<file path="src/rtl/rfc_pkg.sv">
// Package of constants for the relay function controller
`default_nettype none
package rfc_pkg;
	localparam int unsigned CLK_PERIOD_NS = 50;
	localparam int unsigned SEC_NS = 1000000000;
	localparam int unsigned SEC_CYCLES = SEC_NS / CLK_PERIOD_NS;
	localparam int unsigned AW = 8;
	localparam int unsigned DW = 32;
	localparam int unsigned VW = 16;
	localparam int unsigned TW = 17;
	localparam int unsigned DIVW = 25;
	// Register byte offsets
	localparam logic [7:0] OFS_CTRL = 8'h00;
	localparam logic [7:0] OFS_ALARM_HI = 8'h04;
	localparam logic [7:0] OFS_ALARM_LO = 8'h08;
	localparam logic [7:0] OFS_HYST = 8'h0C;
	localparam logic [7:0] OFS_PUMP_ON = 8'h10;
	localparam logic [7:0] OFS_PUMP_OFF = 8'h14;
	localparam logic [7:0] OFS_AMOUNT = 8'h18;
	localparam logic [7:0] OFS_INTERVAL = 8'h1C;
	localparam logic [7:0] OFS_OFF_DELAY = 8'h20;
	localparam logic [7:0] OFS_ACT_TIME = 8'h24;
	localparam logic [7:0] OFS_DURATION = 8'h28;
	localparam logic [7:0] OFS_SPAN = 8'h2C;
	localparam logic [7:0] OFS_STATUS = 8'h30;
	localparam logic [7:0] OFS_ACCUM = 8'h34;
	// Control register fields
	localparam int unsigned CTRL_MODE_LSB = 0;
	localparam int unsigned MODE_W = 3;
	localparam int unsigned CTRL_INV = 3;
	localparam int unsigned CTRL_FS_EN = 4;
	localparam int unsigned CTRL_FS_STATE = 5;
	localparam int unsigned CTRL_CMD = 6;
	localparam int unsigned CTRL_TIMED = 7;
	localparam int unsigned CTRL_KIND_LSB = 8;
	localparam int unsigned CTRL_W = 10;
	localparam logic [9:0] CTRL_RST = 10'h000;
	// Functions
	localparam logic [2:0] MODE_OFF = 3'h0;
	localparam logic [2:0] MODE_ALARM = 3'h1;
	localparam logic [2:0] MODE_PUMP = 3'h2;
	localparam logic [2:0] MODE_TOT = 3'h3;
	localparam logic [2:0] MODE_SAMP = 3'h4;
	localparam logic [2:0] MODE_TOD = 3'h5;
	localparam logic [2:0] MODE_ELAPSED = 3'h6;
	localparam logic [2:0] MODE_BASIC = 3'h7;
	localparam logic [3:0] MODE_APP_SETUP = 4'h8;
	// Alarm kinds
	localparam logic [1:0] KIND_HIGH = 2'h0;
	localparam logic [1:0] KIND_LOW = 2'h1;
	localparam logic [1:0] KIND_IN = 2'h2;
	localparam logic [1:0] KIND_OUT = 2'h3;
	// Fixed bounds hysteresis as a fraction of span
	localparam int unsigned BOUNDS_PCT = 2;
	localparam int unsigned PCT_DEN = 100;
	// Status fields
	localparam int unsigned ST_COIL = 0;
	localparam int unsigned ST_FUNC = 1;
	localparam int unsigned ST_BUSY = 2;
	localparam int unsigned ST_HI = 3;
	localparam int unsigned ST_LO = 4;
	localparam int unsigned ST_PUMP = 5;
	localparam int unsigned ST_FS = 6;
	localparam int unsigned ST_MODE_LSB = 8;
	// Pulse timer states
	typedef enum logic [2:0] {
		PS_IDLE = 3'b001,
		PS_ACTIVE = 3'b010,
		PS_GAP = 3'b100
	} rfc_pstate_e;
endpackage
`default_nettype wire

</file>
<file path="src/rtl/rfc_pulse_if.sv">
// Interface between the controller and its pulse timer
`default_nettype none
interface rfc_pulse_if;
	logic tick;
	logic trig;
	logic [15:0] len;
	logic active;
	logic busy;
	modport owner (output tick, output trig, output len, input active, input busy);
	modport timer (input tick, input trig, input len, output active, output busy);
endinterface
`default_nettype wire

</file>
<file path="src/rtl/rfc_pulse.sv">
// Second-based pulse timer with equal closed and open phases
`default_nettype none
module rfc_pulse (
	input wire logic i_clk,
	input wire logic i_rst,
	rfc_pulse_if.timer p
);
	rfc_pkg::rfc_pstate_e state;
	logic [15:0] cnt;

	always_ff @(posedge i_clk) begin
		if (i_rst) begin
			state <= rfc_pkg::PS_IDLE;
			cnt <= 16'h0000;
		end else begin
			case (state)
				rfc_pkg::PS_IDLE: begin
					if (p.trig && p.len != 16'h0000) begin
						state <= rfc_pkg::PS_ACTIVE;
						cnt <= p.len;
					end
				end
				rfc_pkg::PS_ACTIVE: begin
					if (p.tick) begin
						cnt <= cnt - 16'h0001;
						if (cnt == 16'h0001) begin
							state <= rfc_pkg::PS_GAP;
							cnt <= p.len;
						end
					end
				end
				rfc_pkg::PS_GAP: begin
					if (p.tick) begin
						cnt <= cnt - 16'h0001;
						if (cnt <= 16'h0001) begin
							state <= rfc_pkg::PS_IDLE;
						end
					end
				end
				default: begin
					state <= rfc_pkg::PS_IDLE;
				end
			endcase
		end
	end

	assign p.active = (state == rfc_pkg::PS_ACTIVE);
	assign p.busy = (state != rfc_pkg::PS_IDLE);
endmodule
`default_nettype wire

</file>
<file path="src/rtl/rfc_alarm.sv">
// High and low limit alarms with hysteresis
`default_nettype none
module rfc_alarm (
	input wire logic i_clk,
	input wire logic i_rst,
	input wire logic [15:0] i_level,
	input wire logic [15:0] i_hi,
	input wire logic [15:0] i_lo,
	input wire logic [15:0] i_hyst,
	output logic o_hi,
	output logic o_lo
);
	logic [16:0] hi_clr;
	logic [16:0] lo_clr;

	assign hi_clr = {1'b0, i_hi} - {1'b0, i_hyst};
	assign lo_clr = {1'b0, i_lo} + {1'b0, i_hyst};

	always_ff @(posedge i_clk) begin
		if (i_rst) begin
			o_hi <= 1'b0;
		end else if (i_level >= i_hi) begin
			o_hi <= 1'b1;
		end else if (!hi_clr[16] && {1'b0, i_level} < hi_clr) begin
			o_hi <= 1'b0;
		end
	end

	always_ff @(posedge i_clk) begin
		if (i_rst) begin
			o_lo <= 1'b0;
		end else if (i_level <= i_lo) begin
			o_lo <= 1'b1;
		end else if ({1'b0, i_level} > lo_clr) begin
			o_lo <= 1'b0;
		end
	end
endmodule
`default_nettype wire

</file>
<file path="src/rtl/rfc_relay_ctrl.sv">
// Relay function controller: one relay, its functions, fail-safe and polarity
//
// The register addresses and the strobed register port are this design's own decisions.
`default_nettype none
module rfc_relay_ctrl #(
	parameter int unsigned CYCLES_PER_SEC = rfc_pkg::SEC_CYCLES
) (
	input wire logic i_clk,
	input wire logic i_rst,
	input wire logic [7:0] i_addr,
	input wire logic [31:0] i_wdata,
	input wire logic i_wr,
	input wire logic i_rd,
	output logic [31:0] o_rdata,
	input wire logic [15:0] i_level,
	input wire logic i_level_bad,
	input wire logic i_failsafe,
	input wire logic [15:0] i_qty_inc,
	input wire logic i_qty_valid,
	input wire logic [16:0] i_tod_sec,
	output logic o_coil,
	output logic o_icon
);
	logic [9:0] ctrl;
	logic [15:0] alarm_hi;
	logic [15:0] alarm_lo;
	logic [15:0] hyst;
	logic [15:0] pump_on_sp;
	logic [15:0] pump_off_sp;
	logic [15:0] amount;
	logic [15:0] interval;
	logic [15:0] off_delay;
	logic [16:0] act_time;
	logic [15:0] duration;
	logic [15:0] span;

	logic [2:0] mode;
	logic [1:0] kind;
	logic inv;
	logic fs_en;
	logic fs_state;
	logic cmd;
	logic timed;

	logic [24:0] div_cnt;
	logic tick;
	logic [15:0] ivl_cnt;
	logic ivl_run;
	logic ivl_ev;
	logic [17:0] accum;
	logic [17:0] next_accum;
	logic acc_run;
	logic amt_ev;
	logic tod_match;
	logic tod_match_q;
	logic tod_ev;
	logic pump_lvl;
	logic pump_cmd;
	logic al_hi;
	logic al_lo;
	logic alarm;
	logic [15:0] span_hyst;
	logic [15:0] hyst_sel;
	logic fs_cond;
	logic fs_apply;
	logic func;
	logic out;
	logic [3:0] rep_mode;
	logic [31:0] status;

	rfc_pulse_if pif ();

	assign mode = ctrl[rfc_pkg::CTRL_MODE_LSB +: rfc_pkg::MODE_W];
	assign kind = ctrl[rfc_pkg::CTRL_KIND_LSB +: 2];
	assign inv = ctrl[rfc_pkg::CTRL_INV];
	assign fs_en = ctrl[rfc_pkg::CTRL_FS_EN];
	assign fs_state = ctrl[rfc_pkg::CTRL_FS_STATE];
	assign cmd = ctrl[rfc_pkg::CTRL_CMD];
	assign timed = ctrl[rfc_pkg::CTRL_TIMED];

	// Register writes
	always_ff @(posedge i_clk) begin
		if (i_rst) begin
			ctrl <= rfc_pkg::CTRL_RST;
			alarm_hi <= 16'h0000;
			alarm_lo <= 16'h0000;
			hyst <= 16'h0000;
			pump_on_sp <= 16'h0000;
			pump_off_sp <= 16'h0000;
			amount <= 16'h0000;
			interval <= 16'h0000;
			off_delay <= 16'h0000;
			act_time <= 17'h00000;
			duration <= 16'h0000;
			span <= 16'h0000;
		end else if (i_wr) begin
			case (i_addr)
				rfc_pkg::OFS_CTRL: ctrl <= i_wdata[9:0];
				rfc_pkg::OFS_ALARM_HI: alarm_hi <= i_wdata[15:0];
				rfc_pkg::OFS_ALARM_LO: alarm_lo <= i_wdata[15:0];
				rfc_pkg::OFS_HYST: hyst <= i_wdata[15:0];
				rfc_pkg::OFS_PUMP_ON: pump_on_sp <= i_wdata[15:0];
				rfc_pkg::OFS_PUMP_OFF: pump_off_sp <= i_wdata[15:0];
				rfc_pkg::OFS_AMOUNT: amount <= i_wdata[15:0];
				rfc_pkg::OFS_INTERVAL: interval <= i_wdata[15:0];
				rfc_pkg::OFS_OFF_DELAY: off_delay <= i_wdata[15:0];
				rfc_pkg::OFS_ACT_TIME: act_time <= i_wdata[16:0];
				rfc_pkg::OFS_DURATION: duration <= i_wdata[15:0];
				rfc_pkg::OFS_SPAN: span <= i_wdata[15:0];
				default: begin
				end
			endcase
		end
	end

	// One-second tick divider
	always_ff @(posedge i_clk) begin
		if (i_rst) begin
			div_cnt <= 25'h0000000;
		end else if (div_cnt >= 25'(CYCLES_PER_SEC - 1)) begin
			div_cnt <= 25'h0000000;
		end else begin
			div_cnt <= div_cnt + 25'h0000001;
		end
	end

	assign tick = (div_cnt >= 25'(CYCLES_PER_SEC - 1));

	// Interval timer for sampler, elapsed time and timed setpoint
	assign ivl_run = (interval != 16'h0000) && !pif.busy
		&& ((mode == rfc_pkg::MODE_SAMP && !i_level_bad)
		|| mode == rfc_pkg::MODE_ELAPSED
		|| (mode == rfc_pkg::MODE_PUMP && timed));
	assign ivl_ev = ivl_run && tick && (ivl_cnt + 16'h0001 >= interval);

	always_ff @(posedge i_clk) begin
		if (i_rst || !ivl_run || amt_ev) begin
			ivl_cnt <= 16'h0000;
		end else if (ivl_ev) begin
			ivl_cnt <= 16'h0000;
		end else if (tick) begin
			ivl_cnt <= ivl_cnt + 16'h0001;
		end
	end

	// Quantity accumulator; counting pauses on bad status
	assign acc_run = (mode == rfc_pkg::MODE_TOT || mode == rfc_pkg::MODE_SAMP)
		&& !i_level_bad;
	always_comb begin
		next_accum = accum;
		if (i_qty_valid) begin
			next_accum = accum + {2'b00, i_qty_inc};
		end
	end
	assign amt_ev = acc_run && !pif.busy && (amount != 16'h0000)
		&& (next_accum >= {2'b00, amount});

	always_ff @(posedge i_clk) begin
		if (i_rst) begin
			accum <= 18'h00000;
		end else if (amt_ev) begin
			accum <= next_accum - {2'b00, amount};
		end else if (acc_run) begin
			accum <= next_accum;
		end
	end

	// Time of day match, one trigger per match
	assign tod_match = (i_tod_sec == act_time);
	assign tod_ev = tod_match && !tod_match_q && (mode == rfc_pkg::MODE_TOD);

	always_ff @(posedge i_clk) begin
		if (i_rst) begin
			tod_match_q <= 1'b0;
		end else begin
			tod_match_q <= tod_match;
		end
	end

	// Pulse timer
	always_comb begin
		case (mode)
			rfc_pkg::MODE_TOT: pif.trig = amt_ev;
			rfc_pkg::MODE_SAMP: pif.trig = amt_ev || ivl_ev;
			rfc_pkg::MODE_TOD: pif.trig = tod_ev;
			rfc_pkg::MODE_ELAPSED: pif.trig = ivl_ev;
			rfc_pkg::MODE_PUMP: pif.trig = ivl_ev && !i_level_bad;
			default: pif.trig = 1'b0;
		endcase
	end
	assign pif.len = (mode == rfc_pkg::MODE_TOD || mode == rfc_pkg::MODE_PUMP)
		? duration : off_delay;
	assign pif.tick = tick;

	rfc_pulse u_pulse (
		.i_clk(i_clk),
		.i_rst(i_rst || mode == rfc_pkg::MODE_OFF),
		.p(pif.timer)
	);

	// Pump setpoint control
	always_ff @(posedge i_clk) begin
		if (i_rst || i_level_bad || mode != rfc_pkg::MODE_PUMP) begin
			pump_lvl <= 1'b0;
		end else if (pump_on_sp > pump_off_sp) begin
			if (i_level >= pump_on_sp) begin
				pump_lvl <= 1'b1;
			end else if (i_level <= pump_off_sp) begin
				pump_lvl <= 1'b0;
			end
		end else if (pump_on_sp < pump_off_sp) begin
			if (i_level <= pump_on_sp) begin
				pump_lvl <= 1'b1;
			end else if (i_level >= pump_off_sp) begin
				pump_lvl <= 1'b0;
			end
		end
	end

	assign pump_cmd = !i_level_bad && (pump_lvl || (timed && pif.active));

	// Process alarms
	assign span_hyst = 16'((32'(span) * rfc_pkg::BOUNDS_PCT) / rfc_pkg::PCT_DEN);
	assign hyst_sel = (kind == rfc_pkg::KIND_IN || kind == rfc_pkg::KIND_OUT)
		? span_hyst : hyst;

	rfc_alarm u_alarm (
		.i_clk(i_clk),
		.i_rst(i_rst),
		.i_level(i_level),
		.i_hi(alarm_hi),
		.i_lo(alarm_lo),
		.i_hyst(hyst_sel),
		.o_hi(al_hi),
		.o_lo(al_lo)
	);

	always_comb begin
		case (kind)
			rfc_pkg::KIND_HIGH: alarm = al_hi;
			rfc_pkg::KIND_LOW: alarm = al_lo;
			rfc_pkg::KIND_IN: alarm = !(al_hi || al_lo);
			rfc_pkg::KIND_OUT: alarm = al_hi || al_lo;
			default: alarm = 1'b0;
		endcase
	end

	// Function result
	always_comb begin
		case (mode)
			rfc_pkg::MODE_ALARM: func = alarm;
			rfc_pkg::MODE_PUMP: func = pump_cmd;
			rfc_pkg::MODE_TOT: func = pif.active;
			rfc_pkg::MODE_SAMP: func = pif.active;
			rfc_pkg::MODE_TOD: func = pif.active;
			rfc_pkg::MODE_ELAPSED: func = pif.active;
			rfc_pkg::MODE_BASIC: func = cmd;
			default: func = 1'b0;
		endcase
	end

	// Fail-safe override, then polarity
	assign fs_cond = i_failsafe || i_level_bad;
	assign fs_apply = fs_cond && fs_en;
	assign out = fs_apply ? fs_state : func;

	always_ff @(posedge i_clk) begin
		if (i_rst) begin
			o_coil <= 1'b0;
			o_icon <= 1'b0;
		end else begin
			o_coil <= out ^ inv;
			o_icon <= out;
		end
	end

	// Status and readback
	assign rep_mode = (mode == rfc_pkg::MODE_PUMP || mode == rfc_pkg::MODE_TOD)
		? rfc_pkg::MODE_APP_SETUP : {1'b0, mode};

	always_comb begin
		status = 32'h00000000;
		status[rfc_pkg::ST_COIL] = o_coil;
		status[rfc_pkg::ST_FUNC] = func;
		status[rfc_pkg::ST_BUSY] = pif.busy;
		status[rfc_pkg::ST_HI] = al_hi;
		status[rfc_pkg::ST_LO] = al_lo;
		status[rfc_pkg::ST_PUMP] = pump_cmd;
		status[rfc_pkg::ST_FS] = fs_apply;
		status[rfc_pkg::ST_MODE_LSB +: 4] = rep_mode;
	end

	always_ff @(posedge i_clk) begin
		if (i_rst || !i_rd) begin
			o_rdata <= 32'h00000000;
		end else begin
			case (i_addr)
				rfc_pkg::OFS_CTRL: o_rdata <= {22'h000000, ctrl};
				rfc_pkg::OFS_ALARM_HI: o_rdata <= {16'h0000, alarm_hi};
				rfc_pkg::OFS_ALARM_LO: o_rdata <= {16'h0000, alarm_lo};
				rfc_pkg::OFS_HYST: o_rdata <= {16'h0000, hyst};
				rfc_pkg::OFS_PUMP_ON: o_rdata <= {16'h0000, pump_on_sp};
				rfc_pkg::OFS_PUMP_OFF: o_rdata <= {16'h0000, pump_off_sp};
				rfc_pkg::OFS_AMOUNT: o_rdata <= {16'h0000, amount};
				rfc_pkg::OFS_INTERVAL: o_rdata <= {16'h0000, interval};
				rfc_pkg::OFS_OFF_DELAY: o_rdata <= {16'h0000, off_delay};
				rfc_pkg::OFS_ACT_TIME: o_rdata <= {15'h0000, act_time};
				rfc_pkg::OFS_DURATION: o_rdata <= {16'h0000, duration};
				rfc_pkg::OFS_SPAN: o_rdata <= {16'h0000, span};
				rfc_pkg::OFS_STATUS: o_rdata <= status;
				rfc_pkg::OFS_ACCUM: o_rdata <= {14'h0000, accum};
				default: o_rdata <= 32'h00000000;
			endcase
		end
	end
endmodule
`default_nettype wire

</file>
<file path="config.mk">
export PLATFORM = sky130hd
export DESIGN_NAME = rfc_relay_ctrl
export DESIGN_NICKNAME = d
export VERILOG_FILES = /design/src/rtl/rfc_pkg.sv /design/src/rtl/rfc_pulse_if.sv /design/src/rtl/rfc_pulse.sv /design/src/rtl/rfc_alarm.sv /design/src/rtl/rfc_relay_ctrl.sv
export SDC_FILE = /design/constraint.sdc
export NUM_CORES = 1
export LEC_CHECK = 0
export BUFFER_PORTS_ARGS = -buffer_cell sky130_fd_sc_hd__buf_2
export CAP_MARGIN = 20
export CELL_PAD_IN_SITES_DETAIL_PLACEMENT = 0
export CELL_PAD_IN_SITES_GLOBAL_PLACEMENT = 1
export CORE_AREA = 2 2 271 273
export CTS_BUF_LIST = sky130_fd_sc_hd__clkbuf_16
export DETAILED_ROUTE_END_ITERATION = 10
export DIE_AREA = 0 0 273 275
export MAX_ROUTING_LAYER = met4
export PLACE_DENSITY = 0.55
export SLEW_MARGIN = 10
export SYNTH_ARGS = -nofsm -noshare
export SYNTH_HDL_FRONTEND = slang
export SYNTH_HIERARCHICAL = 1
export SYNTH_SLANG_ARGS = --single-unit
</file>
<file path="constraint.sdc">
create_clock -name i_clk -period 11.86 [get_ports i_clk]
set_input_delay 2.372 -clock i_clk [delete_from_list [all_inputs] [get_ports i_clk]]
set_output_delay 2.372 -clock i_clk [all_outputs]
set_load 0.005 [all_outputs]
</file>
# After elaboration in Yosys (flattened, before gate mapping)
# Index checks and enable logic that the tools add are counted.
# word_totals
latch_bits	0
romBits	0
ramBits	0
n_memories	0
wordCells	185
register_bits	303
out_inout_bits	34
in_bits	96
# classes
bitwise	1
mul	0
shifts	0
reduce_logical	70
n_div	1
n_eq_ne	36
muxes	32
n_addsub	7
n_lt_le_gt_ge	14
# op_table
cell	count
$pmux W18 S14	1
$mux W16	6
$ge A16 B16 Y1	4
$mux W18	3
$eq A8 B6 Y1 const B	6
$le A16 B16 Y1	3
$pmux W16 S3	1
$reduce_bool A16 Y1	3
$div A17 B7 Y32 const B	1
$eq A8 B5 Y1 const B	4
$add A25 B1 Y25 const B	1
$ge A25 B25 Y1 const B	1
$reduce_and A2 Y1	12
$add A18 B16 Y18	1
$ge A18 B16 Y1	1
$logic_and A1 B1 Y1	18
$sub A18 B16 Y18	1
$add A16 B16 Y17	1
$eq A17 B17 Y1	1
$gt A16 B17 Y1	1
$lt A16 B17 Y1	1
$sub A16 B16 Y17	1
$add A16 B1 Y16 const B	1
$eq A16 B1 Y1 const B	1
other kinds (34)	87

# Logic depth before layout (Yosys ltp)
# depth
ltp_word	12
depth_mapped	42
ltp_nobuf	38

# By module
# The synthesis kept the hierarchy.
# by_module_without_submodules
module	seq_area_each_um2	area_each_um2	cells_per_inst	instances
rfc_relay_ctrl	5365.1	17212.8	2263	1
rfc_alarm	40.0	2969.1	385	1
rfc_pulse	380.4	1348.8	164	1

# Least setup slack after synthesis
# No wires, ideal clock.
# synth_path
kind	register -> register
startpoint	register span[12]
endpoint	register u_alarm.o_hi
required_time_ps	11733
slack_ps	3157
stages_incl_launch_ff	39
period_less_slack_ps	8703
arrival_ps	8576
n_path_buf	1
setup_time_ps	127
path_cell_list	dfxtp_1 > buf_6 > nor3_2 > o32ai_1 > or3_4 > o31ai_1 > a222oi_1 > or3_1 > and3b_1 > a2111o_1 > o21a_1 > a21oi_1 > o22ai_2 > o21ai_4 > nand2_2 > maj3_2 > a211o_1 > a31oi_4 > (+3 left out) > xor2_1 > mux2i_1 > a31oi_1 > ha_1 > inv_1 > fa_1 > a211oi_2 > o21ai_0 > a21oi_2 > o21ai_0 > a21oi_1 > xor2_1 > ha_1 > and4_1 > a2111oi_0 > o311a_1 > a211oi_1 > or3_1
# synth_via
elab_chain_len	6
word_cells_on_any_way	7
classes_between	1 x add/sub; 1 x div; 1 x order compare; 1 x mux; 3 x reduce/logical
# synth_lines
item	line	text
from (decl)	rfc_relay_ctrl.sv:35	logic [15:0] span;
from (signal assigned)	rfc_relay_ctrl.sv:109	rfc_pkg::OFS_SPAN: span <= i_wdata[15:0];
$div A17 B7 Y32 (*)	rfc_relay_ctrl.sv:223	assign span_hyst = 16'((32'(span) * rfc_pkg::BOUNDS_PCT) / rfc_pkg::PCT_DEN);
$mux W16 (*)	rfc_relay_ctrl.sv:225	? span_hyst : hyst;
via hyst_sel[0]	rfc_relay_ctrl.sv:63	logic [15:0] hyst_sel;
$sub A16 B16 Y17 (*)	rfc_alarm.sv:16	assign hi_clr = {1'b0, i_hi} - {1'b0, i_hyst};
$lt A16 B17 Y1 or $logic_not A1 Y1 (tied branches)	rfc_alarm.sv:24	end else if (!hi_clr[16] && {1'b0, i_level} < hi_clr) begin
$logic_and A1 B1 Y1 (*)	rfc_alarm.sv:24	
$reduce_bool A2 Y1 (no source line) (*)	--	
to (signal assigned)	rfc_alarm.sv:21	o_hi <= 1'b0;
to (signal assigned)	rfc_alarm.sv:23	o_hi <= 1'b1;
to (signal assigned)	rfc_alarm.sv:25	o_hi <= 1'b0;
to (decl)	rfc_alarm.sv:10	output logic o_hi,
# The timed path passes the listed nets; every way through them passes the cells marked *.
# A chain may end at the register's enable or synchronous reset.

# Final worst setup path
# Ends and elaborated chain as after synthesis.

==> metrics.cfg <==
[yosys]
yosys_warnings = 6
postSynth.asyncResetShare = 0
synth.ff_latch_count = 289
syn-instance-count = 2812
syn_area_um2 = 21530
ys_types = 119
synth-main-ff-cell = dfxtp_1
synth.yosys.seq_area_share = 0.2687
synth_edf_count = 0
syn_area_per_cell_um2 = 7.657

[clock_tree]
clock-root-buffer = clkbuf_16
cts_made_buffers = 39
tritoncts = built
cts_sinks = 289
cts.hold.buffers_added = 0
clockBufferDepth = 3
clk_latency_ps = 580
h-tree-depth = 2
clkTransAtPathRegs_ps = 70

[layout]
layout.cells.non_filler = 3823
area_growth_pct = 12.09
drive_gt1_frac = 0.1010
num-nets-final = 3129

[routing]
firstDrtPassIters = 6
viasPerCell = 5.498
vias = 21020
route.met3.wl_um = 4531
ant_nets = 0
wl_met2_um = 40750
drc = 0
top_layer_used = met4
drt-total-wl_um = 88640
drt_iter0_drc = 1832
avgRoutedWirePerCell_um = 23.18
wirelength_met1_um = 40090

[setup_path]
critical_path_class = register to register
rr_startpoint = span[12]$_SDFFE_PP0P_
worstPathArrival_ps = 11320
reg2reg_slack_ps = 1000
max_stage_delay_ps = 620
worstReg2RegEnd = u_alarm/o_hi$_SDFFE_PP0P_
reg2reg_depth = 39
crit_start = span[12]$_SDFFE_PP0P_
required_ps = 12320
end_kind = register
worstPathMaxFanout = 21
worstSetupStartpointType = register
critPathCapture = u_alarm/o_hi$_SDFFE_PP0P_
slowest_stage = dfxtp_2

[sta]
rsz0062_at_grt = no
period_minus_slack_ps = 10860
tns_ps = 0
report.final.slew_viol_count = 0
timing.hold.ws_ps = 460.3
worst_pin_slew_ps = 997.6
relSlewSlack = 0.3349
max_freq_ghz = 0.09207
skew_ps = 25.33
final_hold_viol_count = 0
min_period_over_period = 0.9158
setup_viol = 0

[grt]
grt_pass1_wl_um = 130000
grt_max_degree = 110
grt_use_total = 0.2371
grt_pass1_vias = 19810
antenna_found_initial = 2
grt.overflow.total = 0

[power]
power_density_nw_per_um2 = 100.5
vdd_drop_max_uv = 99.52
leakage_nw = 8.609

[min_path]
holdPathStages = 1
hp-class = register to register

[run_status]
status = complete, no violations

[placed_design]
place_inst = 3750
dpl.hpwl_um = 65860
numPortBuffers = 100
gp_congestion = 0.9279

[floorplan]
rows = 99
dieArea_um2 = 75080
io_pins = 130
dieHeight_um = 275
initial_utilization = 0.2976
core_um2 = 72340
die_x_um = 273

[job]
maxCapViolations = 0

[critical path: cells and delay by family (launching register included)]
family                   cells  cell delay (ps)
AO/OA/AOI/OAI               22             6070
adder cells (fa/ha/maj)      3              910
flip-flops                   1              620
XOR/XNOR                     3              840
buffers and inverters        3              360
multiplexers                 1              110
AND/OR/NAND/NOR              7             1830
[where the power goes]
part / internal [mW] / leakage, nW / switching, mW
Sequential: 0.973 / 2.33 / 0.00458
Clock: 0.764 / 0.658 / 0.497
Combinational: 0.0661 / 5.62 / 0.122
[synthesized netlist by cell type (37+ instances only)]
| cell | n | area share |
|---|---|---|
| nand2_1 | 461 | 0.080 |
| nand4_1 | 40 | 0.012 |
| xnor2_1 | 84 | 0.034 |
| inv_1 | 177 | 0.031 |
| nand3_1 | 61 | 0.014 |
| a22oi_1 | 64 | 0.022 |
| nor2_1 | 180 | 0.031 |
| nor3_1 | 37 | 0.0086 |
| xor2_1 | 49 | 0.020 |
| a21oi_1 | 334 | 0.078 |
| ha_1 | 195 | 0.11 |
| o21ai_0 | 74 | 0.017 |
| clkbuf_1 | 122 | 0.021 |
| dfxtp_1 | 289 | 0.27 |
[layout by cell type (no fill, tap or decap), types with 64 or more instances in the layout]
master,count
nand2_1,461
a21oi_1,332
dfxtp_1,284
ha_1,195
nor2_1,180
inv_1,180
buf_2,99
xnor2_1,83
o21ai_0,74
a22oi_1,64
[timing repair]
| action | in CTS | in global routing |
|---|---|---|
| endpoints found under the hold margin | 0 | 0 |
| setup endpoints to repair | 0 | 2 |
| resized for setup | 0 | 6 |
| buffers inserted | 0 | 2 |
[layer usage]
layer | global-route usage | up-vias
met5 | - | -
met4 | 0.08412 | 0
met3 | 0.02653 | 160
met2 | 0.3806 | 673
met1 | 0.3077 | 10150
li1 | - | 10040
[stage by stage]
stage          utilization  area, um2  worst slack, ps  total power [mW]
4_1_cts             0.3331      24100            390.8             2.450
5_1_grt             0.3336      24130            63.04             2.504
2_1_floorplan            -      21580             3157             1.113
6_report            0.3336      24130            998.4             2.426
3_3_place_gp        0.3148      22770            705.8             1.183
3_5_place_dp        0.3148      22770            493.8             1.185
[final cells by class]
cell class                 count  area (um2)
fill                        7788       48210
clock inverter                29       324.1
clock buffer                  40        1001
timing repair buffer         128       729.5
tap                          959        1200
antenna                        2       5.005
inverter                     178       668.1
sequential                   289        5792
multi-input combinational   2198       14410
[sequential cells by signal, indices dropped and copies added (netlist names), 17 cells and up]
| register | cells |
|---|---|
| div_cnt | 25 |
| accum | 18 |
| o_rdata | 18 |
| act_time | 17 |
[kinds of logic (layout without fill, tap and decap cells)]
group | Yosys count | after routing | synth area share
compound gates | 792 | 792 | 0.2446
xor+xnor | 133 | 133 | 0.05410
fa+ha+maj | 202 | 202 | 0.1185
buf+inv | 338 | 375 | 0.06561
flops | 289 | 289 | 0.2687
mux | 62 | 62 | 0.03092
other cells | 1 | 16 | 0.0001742
simple gates | 995 | 995 | 0.2174
[how the worst min path moves through the flow]
| stage | from | endpoint |
|---|---|---|
| floorplan | div_cnt[0]$_SDFF_PP0_ | div_cnt[0]$_SDFF_PP0_ |
| global placement | div_cnt[0]$_SDFF_PP0_ | div_cnt[0]$_SDFF_PP0_ |
| detailed placement | span[0]$_SDFFE_PP0P_ | span[0]$_SDFFE_PP0P_ |
| CTS | span[0]$_SDFFE_PP0P_ | span[0]$_SDFFE_PP0P_ |
| global route | div_cnt[0]$_SDFF_PP0_ | div_cnt[0]$_SDFF_PP0_ |
| finish | div_cnt[0]$_SDFF_PP0_ | div_cnt[0]$_SDFF_PP0_ |
Power figures use the tool's default switching activity.
